`config.mk`:
```
export PLATFORM = sky130hd
export DESIGN_NAME = pac_top
export DESIGN_NICKNAME = d
export VERILOG_FILES = /design/src/design/pac_pkg.sv /design/src/design/pac_top.sv
export SDC_FILE = /design/constraint.sdc
export NUM_CORES = 1
export LEC_CHECK = 0
export BUFFER_PORTS_ARGS = -buffer_cell sky130_fd_sc_hd__buf_2
export CAP_MARGIN = 5
export CORE_MARGIN = 4
export CORE_UTILIZATION = 43
export DETAILED_ROUTE_END_ITERATION = 8
export HOLD_SLACK_MARGIN = 0.15
export PLACE_DENSITY = 0.81
export RECOVER_POWER = 25
export SLEW_MARGIN = 20
export SYNTH_ARGS = -nofsm -noshare
export SYNTH_HDL_FRONTEND = slang
export SYNTH_SLANG_ARGS = --single-unit
```
`constraint.sdc`:
```
create_clock -name clk -period 1.8 [get_ports clk]
set_clock_uncertainty 0.15 [all_clocks]
set_input_delay 0.36 -clock clk [delete_from_list [all_inputs] [get_ports clk]]
set_output_delay 0.36 -clock clk [all_outputs]
set_load 0.005 [all_outputs]
```
`src/design/pac_pkg.sv`:
```
// package: register map, field positions and counts for the pulse accumulator
package pac_pkg;
   // apb byte offsets
   localparam logic [7:0] ADDR_COUNT = 8'h00;
   localparam logic [7:0] ADDR_CTRL  = 8'h04;
   localparam logic [7:0] ADDR_FLAG  = 8'h08;
   localparam logic [7:0] ADDR_MASK  = 8'h0C;
   localparam logic [7:0] ADDR_PIN   = 8'h10;
   // control fields
   localparam int CTRL_EDGE = 4;
   localparam int CTRL_MODE = 5;
   localparam int CTRL_EN   = 6;
   // flag and mask fields
   localparam int FLG_OVF  = 4;
   localparam int FLG_EDGE = 5;
   // reset values
   localparam logic [7:0] CTRL_RST  = 8'h00;
   localparam logic [7:0] COUNT_RST = 8'h00;
   // gated mode prescale
   localparam int DIV_COUNT = 64;
   localparam int DIV_W     = 6;
endpackage

```
`src/design/pac_top.sv`:
```
// pulse accumulator: event count and gated time mode behind an apb slave
//
// Our own choices: the register offsets and register access over APB.
`timescale 1ns/1ps
module pac_top
(
   input  wire logic        clk,
   input  wire logic        rst,
   input  wire logic        ce,
   input  wire logic        psel,
   input  wire logic        penable,
   input  wire logic        pwrite,
   input  wire logic [7:0]  paddr,
   input  wire logic [31:0] pwdata,
   output logic      [31:0] prdata,
   output logic             pready,
   output logic             pslverr,
   input  wire logic        pulse_input_pin,
   output logic             irq,
   output logic             irq_ovf,
   output logic             irq_edge
);

   logic [7:0]             pulse_count_value_q;
   logic [7:0]             ctrl_q;
   logic                   count_overflow_flag_q;
   logic                   input_edge_flag_q;
   logic                   overflow_irq_enable_q;
   logic                   input_edge_irq_enable_q;
   logic [pac_pkg::DIV_W-1:0] div_q;
   logic                   pin_s1_q;
   logic                   pin_s2_q;
   logic                   pin_prev_q;
   logic [31:0]            prdata_q;

   logic edge_polarity_select;
   logic gated_mode_select;
   logic accumulator_enable_bit;
   logic wr;
   logic rd;
   logic sel_edge;
   logic gate_open;
   logic tick;
   logic inc;
   logic ovf_set;
   logic edge_set;
   logic clr_ovf;
   logic clr_edge;
   logic cnt_wr;

   assign edge_polarity_select   = ctrl_q[pac_pkg::CTRL_EDGE];
   assign gated_mode_select      = ctrl_q[pac_pkg::CTRL_MODE];
   assign accumulator_enable_bit = ctrl_q[pac_pkg::CTRL_EN];

   assign wr = psel && penable && pwrite && ce;
   // reads fetch in the setup cycle so data stands in the access cycle
   assign rd = psel && !penable && !pwrite && ce;
   assign pready  = 1'b1;
   assign pslverr = 1'b0;
   assign prdata  = prdata_q;

   // pin synchroniser, only the second stage feeds logic
   always_ff @(posedge clk)
   begin
      if (rst)
      begin
         pin_s1_q   <= 1'b0;
         pin_s2_q   <= 1'b0;
         pin_prev_q <= 1'b0;
      end
      else if (ce)
      begin
         pin_s1_q   <= pulse_input_pin;
         pin_s2_q   <= pin_s1_q;
         pin_prev_q <= pin_s2_q;
      end
   end

   // polarity decode
   // 0: falling edge, low inhibits; 1: rising edge, high inhibits
   assign sel_edge = edge_polarity_select ? (pin_s2_q && !pin_prev_q)
                                          : (!pin_s2_q && pin_prev_q);
   assign gate_open = (pin_s2_q != edge_polarity_select);

   // free-running prescaler, never reset by the pin so gating is loose
   always_ff @(posedge clk)
   begin
      if (rst)
         div_q <= '0;
      else if (ce)
         div_q <= div_q + 1'b1;
   end
   assign tick = (div_q == pac_pkg::DIV_W'(pac_pkg::DIV_COUNT - 1));

   assign inc = accumulator_enable_bit &&
                (gated_mode_select ? (tick && gate_open) : sel_edge);

   // a preset landing on the same edge swallows the increment
   assign cnt_wr   = wr && paddr == pac_pkg::ADDR_COUNT;
   // ff to 00 is the overflow
   assign ovf_set  = inc && (pulse_count_value_q == 8'hFF) && !cnt_wr;
   // selected edge, i.e. gate trailing edge in gated mode
   assign edge_set = accumulator_enable_bit && sel_edge;

   // software preset wins over a count in the same cycle
   always_ff @(posedge clk)
   begin
      if (rst)
         pulse_count_value_q <= pac_pkg::COUNT_RST;
      else if (ce)
      begin
         if (wr && paddr == pac_pkg::ADDR_COUNT)
            pulse_count_value_q <= pwdata[7:0];
         else if (inc)
            pulse_count_value_q <= pulse_count_value_q + 8'h01;
      end
   end

   always_ff @(posedge clk)
   begin
      if (rst)
      begin
         ctrl_q                  <= pac_pkg::CTRL_RST;
         overflow_irq_enable_q   <= 1'b0;
         input_edge_irq_enable_q <= 1'b0;
      end
      else if (wr && paddr == pac_pkg::ADDR_CTRL)
         ctrl_q <= pwdata[7:0];
      else if (wr && paddr == pac_pkg::ADDR_MASK)
      begin
         overflow_irq_enable_q   <= pwdata[pac_pkg::FLG_OVF];
         input_edge_irq_enable_q <= pwdata[pac_pkg::FLG_EDGE];
      end
   end

   assign clr_ovf  = wr && paddr == pac_pkg::ADDR_FLAG
                     && pwdata[pac_pkg::FLG_OVF];
   assign clr_edge = wr && paddr == pac_pkg::ADDR_FLAG
                     && pwdata[pac_pkg::FLG_EDGE];

   // pending overflow still flagged at gate end
   always_ff @(posedge clk)
   begin
      if (rst)
      begin
         count_overflow_flag_q <= 1'b0;
         input_edge_flag_q     <= 1'b0;
      end
      else if (ce)
      begin
         if (ovf_set)
            count_overflow_flag_q <= 1'b1;
         else if (clr_ovf)
            count_overflow_flag_q <= 1'b0;
         if (edge_set)
            input_edge_flag_q <= 1'b1;
         else if (clr_edge)
            input_edge_flag_q <= 1'b0;
      end
   end

   assign irq_ovf  = count_overflow_flag_q && overflow_irq_enable_q;
   // edge request hidden while overflow requests
   assign irq_edge = input_edge_flag_q && input_edge_irq_enable_q
                     && !irq_ovf;
   assign irq      = irq_ovf || irq_edge;

   // read mux, unmapped reads zero
   always_ff @(posedge clk)
   begin
      if (rst)
         prdata_q <= 32'h0000_0000;
      else if (rd)
      begin
         unique case (paddr)
            pac_pkg::ADDR_COUNT: prdata_q <= {24'h00_0000,
                                              pulse_count_value_q};
            pac_pkg::ADDR_CTRL:  prdata_q <= {24'h00_0000, ctrl_q};
            pac_pkg::ADDR_FLAG:  prdata_q <= {26'h000_0000,
                                              input_edge_flag_q,
                                              count_overflow_flag_q,
                                              4'h0};
            pac_pkg::ADDR_MASK:  prdata_q <= {26'h000_0000,
                                              input_edge_irq_enable_q,
                                              overflow_irq_enable_q,
                                              4'h0};
            pac_pkg::ADDR_PIN:   prdata_q <= {31'h0000_0000, pin_s2_q};
            default:             prdata_q <= 32'h0000_0000;
         endcase
      end
   end

   // assertions
   property p_event_inc;
      @(posedge clk) disable iff (rst)
      ce && accumulator_enable_bit && !gated_mode_select && sel_edge
      && !(wr && paddr == pac_pkg::ADDR_COUNT)
      |=> pulse_count_value_q == $past(pulse_count_value_q) + 8'h01;
   endproperty
   a_event_inc: assert property (p_event_inc)
      else $error("event mode missed a count");

   property p_preset;
      @(posedge clk) disable iff (rst)
      wr && paddr == pac_pkg::ADDR_COUNT
      |=> pulse_count_value_q == $past(pwdata[7:0]);
   endproperty
   a_preset: assert property (p_preset)
      else $error("preset not loaded");

   property p_wrap;
      @(posedge clk) disable iff (rst)
      ce && inc && pulse_count_value_q == 8'hFF
      && !(wr && paddr == pac_pkg::ADDR_COUNT)
      |=> pulse_count_value_q == 8'h00 && count_overflow_flag_q;
   endproperty
   a_wrap: assert property (p_wrap)
      else $error("wrap did not flag overflow");

   property p_gated_hold;
      @(posedge clk) disable iff (rst)
      ce && gated_mode_select && !gate_open
      && !(wr && paddr == pac_pkg::ADDR_COUNT)
      |=> $stable(pulse_count_value_q);
   endproperty
   a_gated_hold: assert property (p_gated_hold)
      else $error("count moved at inhibit level");

   property p_tick_spacing;
      @(posedge clk) disable iff (rst || !ce)
      ce && tick |=> !tick [*8];
   endproperty
   a_tick_spacing: assert property (p_tick_spacing)
      else $error("prescale tick too frequent");

   property p_disabled;
      @(posedge clk) disable iff (rst)
      !accumulator_enable_bit && !count_overflow_flag_q
      && !input_edge_flag_q |=> !count_overflow_flag_q
      && !input_edge_flag_q;
   endproperty
   a_disabled: assert property (p_disabled)
      else $error("flag set while disabled");

   property p_clr_ovf;
      @(posedge clk) disable iff (rst)
      ce && clr_ovf && !ovf_set |=> !count_overflow_flag_q;
   endproperty
   a_clr_ovf: assert property (p_clr_ovf)
      else $error("overflow flag not cleared");

   property p_set_wins;
      @(posedge clk) disable iff (rst)
      ce && edge_set && clr_edge |=> input_edge_flag_q;
   endproperty
   a_set_wins: assert property (p_set_wins)
      else $error("edge event lost to clear");

   property p_priority;
      @(posedge clk) disable iff (rst)
      irq_ovf |-> !irq_edge && irq;
   endproperty
   a_priority: assert property (p_priority)
      else $error("edge irq shown over overflow");

   property p_edge_flag;
      @(posedge clk) disable iff (rst)
      ce && edge_set |=> input_edge_flag_q;
   endproperty
   a_edge_flag: assert property (p_edge_flag)
      else $error("gate end did not set edge flag");

   property p_clr_edge;
      @(posedge clk) disable iff (rst)
      ce && clr_edge && !edge_set |=> !input_edge_flag_q;
   endproperty
   a_clr_edge: assert property (p_clr_edge)
      else $error("edge flag not cleared");

   property p_keep_ovf;
      @(posedge clk) disable iff (rst)
      count_overflow_flag_q && !clr_ovf |=> count_overflow_flag_q;
   endproperty
   a_keep_ovf: assert property (p_keep_ovf)
      else $error("overflow flag dropped without a clear");

   property p_no_clear;
      @(posedge clk) disable iff (rst)
      !cnt_wr |=> pulse_count_value_q == $past(pulse_count_value_q)
      || pulse_count_value_q == $past(pulse_count_value_q) + 8'h01;
   endproperty
   a_no_clear: assert property (p_no_clear)
      else $error("count jumped without a preset");

   property p_gated_inc;
      @(posedge clk) disable iff (rst)
      ce && accumulator_enable_bit && gated_mode_select && tick && gate_open
      && !cnt_wr
      |=> pulse_count_value_q == $past(pulse_count_value_q) + 8'h01;
   endproperty
   a_gated_inc: assert property (p_gated_inc)
      else $error("gated tick not counted");

   property p_rise_count;
      @(posedge clk) disable iff (rst)
      ce && accumulator_enable_bit && !gated_mode_select
      && edge_polarity_select && pin_s2_q && !pin_prev_q && !cnt_wr
      |=> pulse_count_value_q == $past(pulse_count_value_q) + 8'h01;
   endproperty
   a_rise_count: assert property (p_rise_count)
      else $error("rising edge not counted");

   property p_disabled_hold;
      @(posedge clk) disable iff (rst)
      !accumulator_enable_bit && !cnt_wr |=> $stable(pulse_count_value_q);
   endproperty
   a_disabled_hold: assert property (p_disabled_hold)
      else $error("count moved while disabled");

   c_overflow: cover property (@(posedge clk) disable iff (rst) ovf_set);
   c_gate_end: cover property (@(posedge clk) disable iff (rst)
      gated_mode_select && edge_set);
   c_both: cover property (@(posedge clk) disable iff (rst)
      count_overflow_flag_q && input_edge_flag_q);
   c_set_clear: cover property (@(posedge clk) disable iff (rst)
      edge_set && clr_edge);

endmodule // pac_top

```
==> results by group <==
Placed design
  – Final GP Congestion: ~0.89
  – Post-DP HPWL: 3240 microns
  – Pre-CTS setup slack: -286 ps
  – Dpl cells: approximately 310
  – Port-buffer cells: 33

Critical path
  – CP Capture Type: flop
  – Crit path required time: approximately 1800 ps
  – FF-to-FF path depth: 6
  – Worst setup path category: in2reg
  – CP max FO: 4
  – CP Launch Point: paddr[1]
  – Crit path launch type: primary input
  – Setup slack, reg-to-reg: -40 ps
  – Worst path arrival time: approximately 1900 ps
  – R2R Path Start: pin_s2_q

Status
  – Status: complete, but fails checks
  – Failing checks: setup timing

Pwr
  – Combinational share of power: approximately 8%
  – Share of power burned in registers: 47.5%
  – Sw Share: a little under a quarter
  – PD cells: around 700 nW/um^2
  – Worst vdd ir: 0.339 mV
  – Power share of the clock group: about 44%
  – Leakage: about 1.1 nW
  – Net load switching power: about 420 uW
  – Overall power: approximately 1.7 mW
  – Internal power: approximately 1.3 mW

Clock tree
  – CTS buffer count: 5
  – Clk buf depth: 2
  – Clk Tree Root Cell: clkbuf_8
  – Reg clk slew, reported paths: about 80 ps
  – H-tree Lvls: 2
  – CTS tree: done
  – CTS sink cnt: 37
  – Clock latency on the worst-skew pair: around 310 ps

Logic synthesis
  – Yosys warnings: 0
  – EDFF count, synth: 0
  – Post-synthesis cell count: roughly 220
  – FF+latch count, synth: 37
  – Async set-or-reset flop fraction in the synthesized netlist: 0%
  – Top_reg_cell synth: dfxtp_1
  – Syn Area/Cell: about 9 sq um
  – Cell Area, Synth: about 2000 sq um
  – Netlist cell types: between 40 and 50
  – Sequential fraction of the synthesis area: between 30 and 40%

Die
  – Row count: 24
  – Core area: around 4500 sq um
  – Chip Width: 76.9 microns
  – Die Y: slightly below 80 microns
  – Die area: 5910 sq um
  – Ports: between 80 and 90
  – Initial Util: 45.6%

Detailed routing
  – Drt wl/cell: 15.8 microns
  – Drt total wl: around 5100 microns
  – Vias/cell: 5.42
  – DRC: 0
  – First-pass DRT Iterations: 5
  – Vias: 1751
  – DRT iter0 DRCs: ~170
  – Remaining antenna violation count: 0

Timing
  – Post-route worst setup slack: -63.2 ps
  – Peak Freq: between 500 and 600 MHz
  – Max Slew Vio Count: 0
  – Period minus WS final: ~1900 ps
  – Hold Violations, Final: 0
  – Max_slew headroom: about half
  – Fin crit share: 104%
  – Setup violators final: 15
  – RSZ-0062 raised after global routing: true
  – Least-Margin Pin Slew: roughly 740 ps
  – TNS Setup: -654 ps

Cells and area
  – Area occupied by registers: between 700 and 800 sq um
  – Fraction of layout cells with a size suffix above 1: 31.7%
  – Ant diodes: 0
  – Layout area overhead: 22.9%
  – Fin cells: 323
  – # nets final: 319
  – Commonest cells after routing, fill and taps aside: nor2_1, dfxtp_1, buf_2, conb_1, mux2i_1
  – FILL cells: about 360
  – Area of the multi-input gates: between 1000 and 1500 sq um

Global route
  – Largest net degree at the start of global routing: 34
  – Vias in the first global route: roughly 1600
  – Total GRT Usage: approximately 16%
  – First-pass GRT wire length: about 7400 microns
  – Initial antenna violation count: 0
  – Total global routing overflow: 0

Worst hold path
  – Hold Path Cell Cnt: 3
  – HP Start: pwdata[1]
  – Hold crit path type: in2reg

Job
  – Number of max-cap violations: 0
[state kept, by name (all words and copies together), names as in the netlist]
| name | count |
|---|---|
| input_edge_irq_enable_q | 1 |
| pin_prev_q | 1 |
| pulse_count_value_q | 8 |
| pin_s1_q | 1 |
| pin_s2_q | 1 |
| overflow_irq_enable_q | 1 |
| count_overflow_flag_q | 1 |
| input_edge_flag_q | 1 |
| div_q | 6 |
| ctrl_q | 8 |
| prdata | 8 |
[worst max-delay path, stage by stage]
cell and delay, ps:
buf_6 90, or4_4 570, buf_12 150, nor4_4 150
nand3b_1 180, buf_6 180, mux2i_1 150, nor2_1 50
[stage by stage]
step                area (sq um)  utilization [%]  hold slack [ps]
floorplan                   2150                -              303
global placement            2220             49.6              289
detailed placement          2220             49.6              304
CTS                         2390             53.4              152
global route                2510             56.1              159
finish                      2510             56.1              149
[synth_stat cells, drive strengths merged, types with 2 or more instances]
cell     instances  area share (%)
nand4b           2            0.86
a211oi           8             3.6
or3              2            0.61
dfxtp           37              36
nor2            36             6.6
o22ai            2            0.61
o21ai            4            0.98
nor4             2             1.3
conb             2            0.37
mux2             5             2.8
ha               2             1.2
xnor2            2            0.86
nor3             4             1.8
clkbuf           6             1.1
nand2            9             1.7
nand4            9             3.1
nand3b           3             1.1
mux2i           16             7.8
nand3            4            0.98
buf             30              11
mux4             2             2.2
nand2b           3            0.92
xor2            10             4.3
a22oi            6             2.2
o2111ai          3             1.3
a21oi            3            0.74
[logic make-up after synthesis]
| group | count (synthesis) | synth area share, % |
|---|---|---|
| multiplexers | 23 | 12.8 |
| flip-flops | 37 | 36.3 |
| AND/OR/NAND/NOR | 79 | 21.3 |
| adder cells (fa/ha/maj) | 2 | 1.23 |
| buffers and inverters | 38 | 12.6 |
| AO/OA/AOI/OAI | 28 | 10.2 |
| XOR/XNOR | 12 | 5.15 |
| other | 2 | 0.368 |
[layout make-up]
class | instances | share of cell area, %
clock buffer | 6 | 3.29
clock inverter | 2 | 1.50
inverter | 1 | 0.150
multi-input combinational | 172 | 48.7
sequential | 37 | 29.6
tap | 52 | 2.59
timing repair buffer | 53 | 14.1
[routing by layer]
| layer | vias to the layer above | track usage [%] | part of all wire (%) |
|---|---|---|---|
| li1 | 833 | - | - |
| met1 | 829 | 19.6 | 43 |
| met2 | 77 | 24.8 | 48 |
| met3 | 12 | 3.51 | 6.5 |
| met4 | 0 | 9.06 | 2.5 |
| met5 | - | 0 | 0 |
[path summary, 6_finish.rpt]
path,to
setup reg to reg,pulse_count_value_q[2]
setup / recovery,ctrl_q[6]
hold / removal,ctrl_q[1]
hold reg to reg,prdata[5]
[power groups by stage]
stage / Combinational (mW) / Clock [mW] / Sequential [mW]
floorplan: 0.106 / 0 / 0.850
global placement: 0.121 / 0 / 0.849
detailed placement: 0.124 / 0 / 0.850
CTS: 0.128 / 0.782 / 0.831
global route: 0.156 / 0.807 / 0.832
finish: 0.142 / 0.775 / 0.831
[timing repair]
action,CTS,global route
gates cloned,0,2
pin swaps,4,10
setup buffers,1,3
hold endpoints to repair,2,0
hold buffers,2,0
resized for setup,5,13
endpoints found under the setup margin,9,24
No activity file was read; power rests on OpenSTA's default activity.
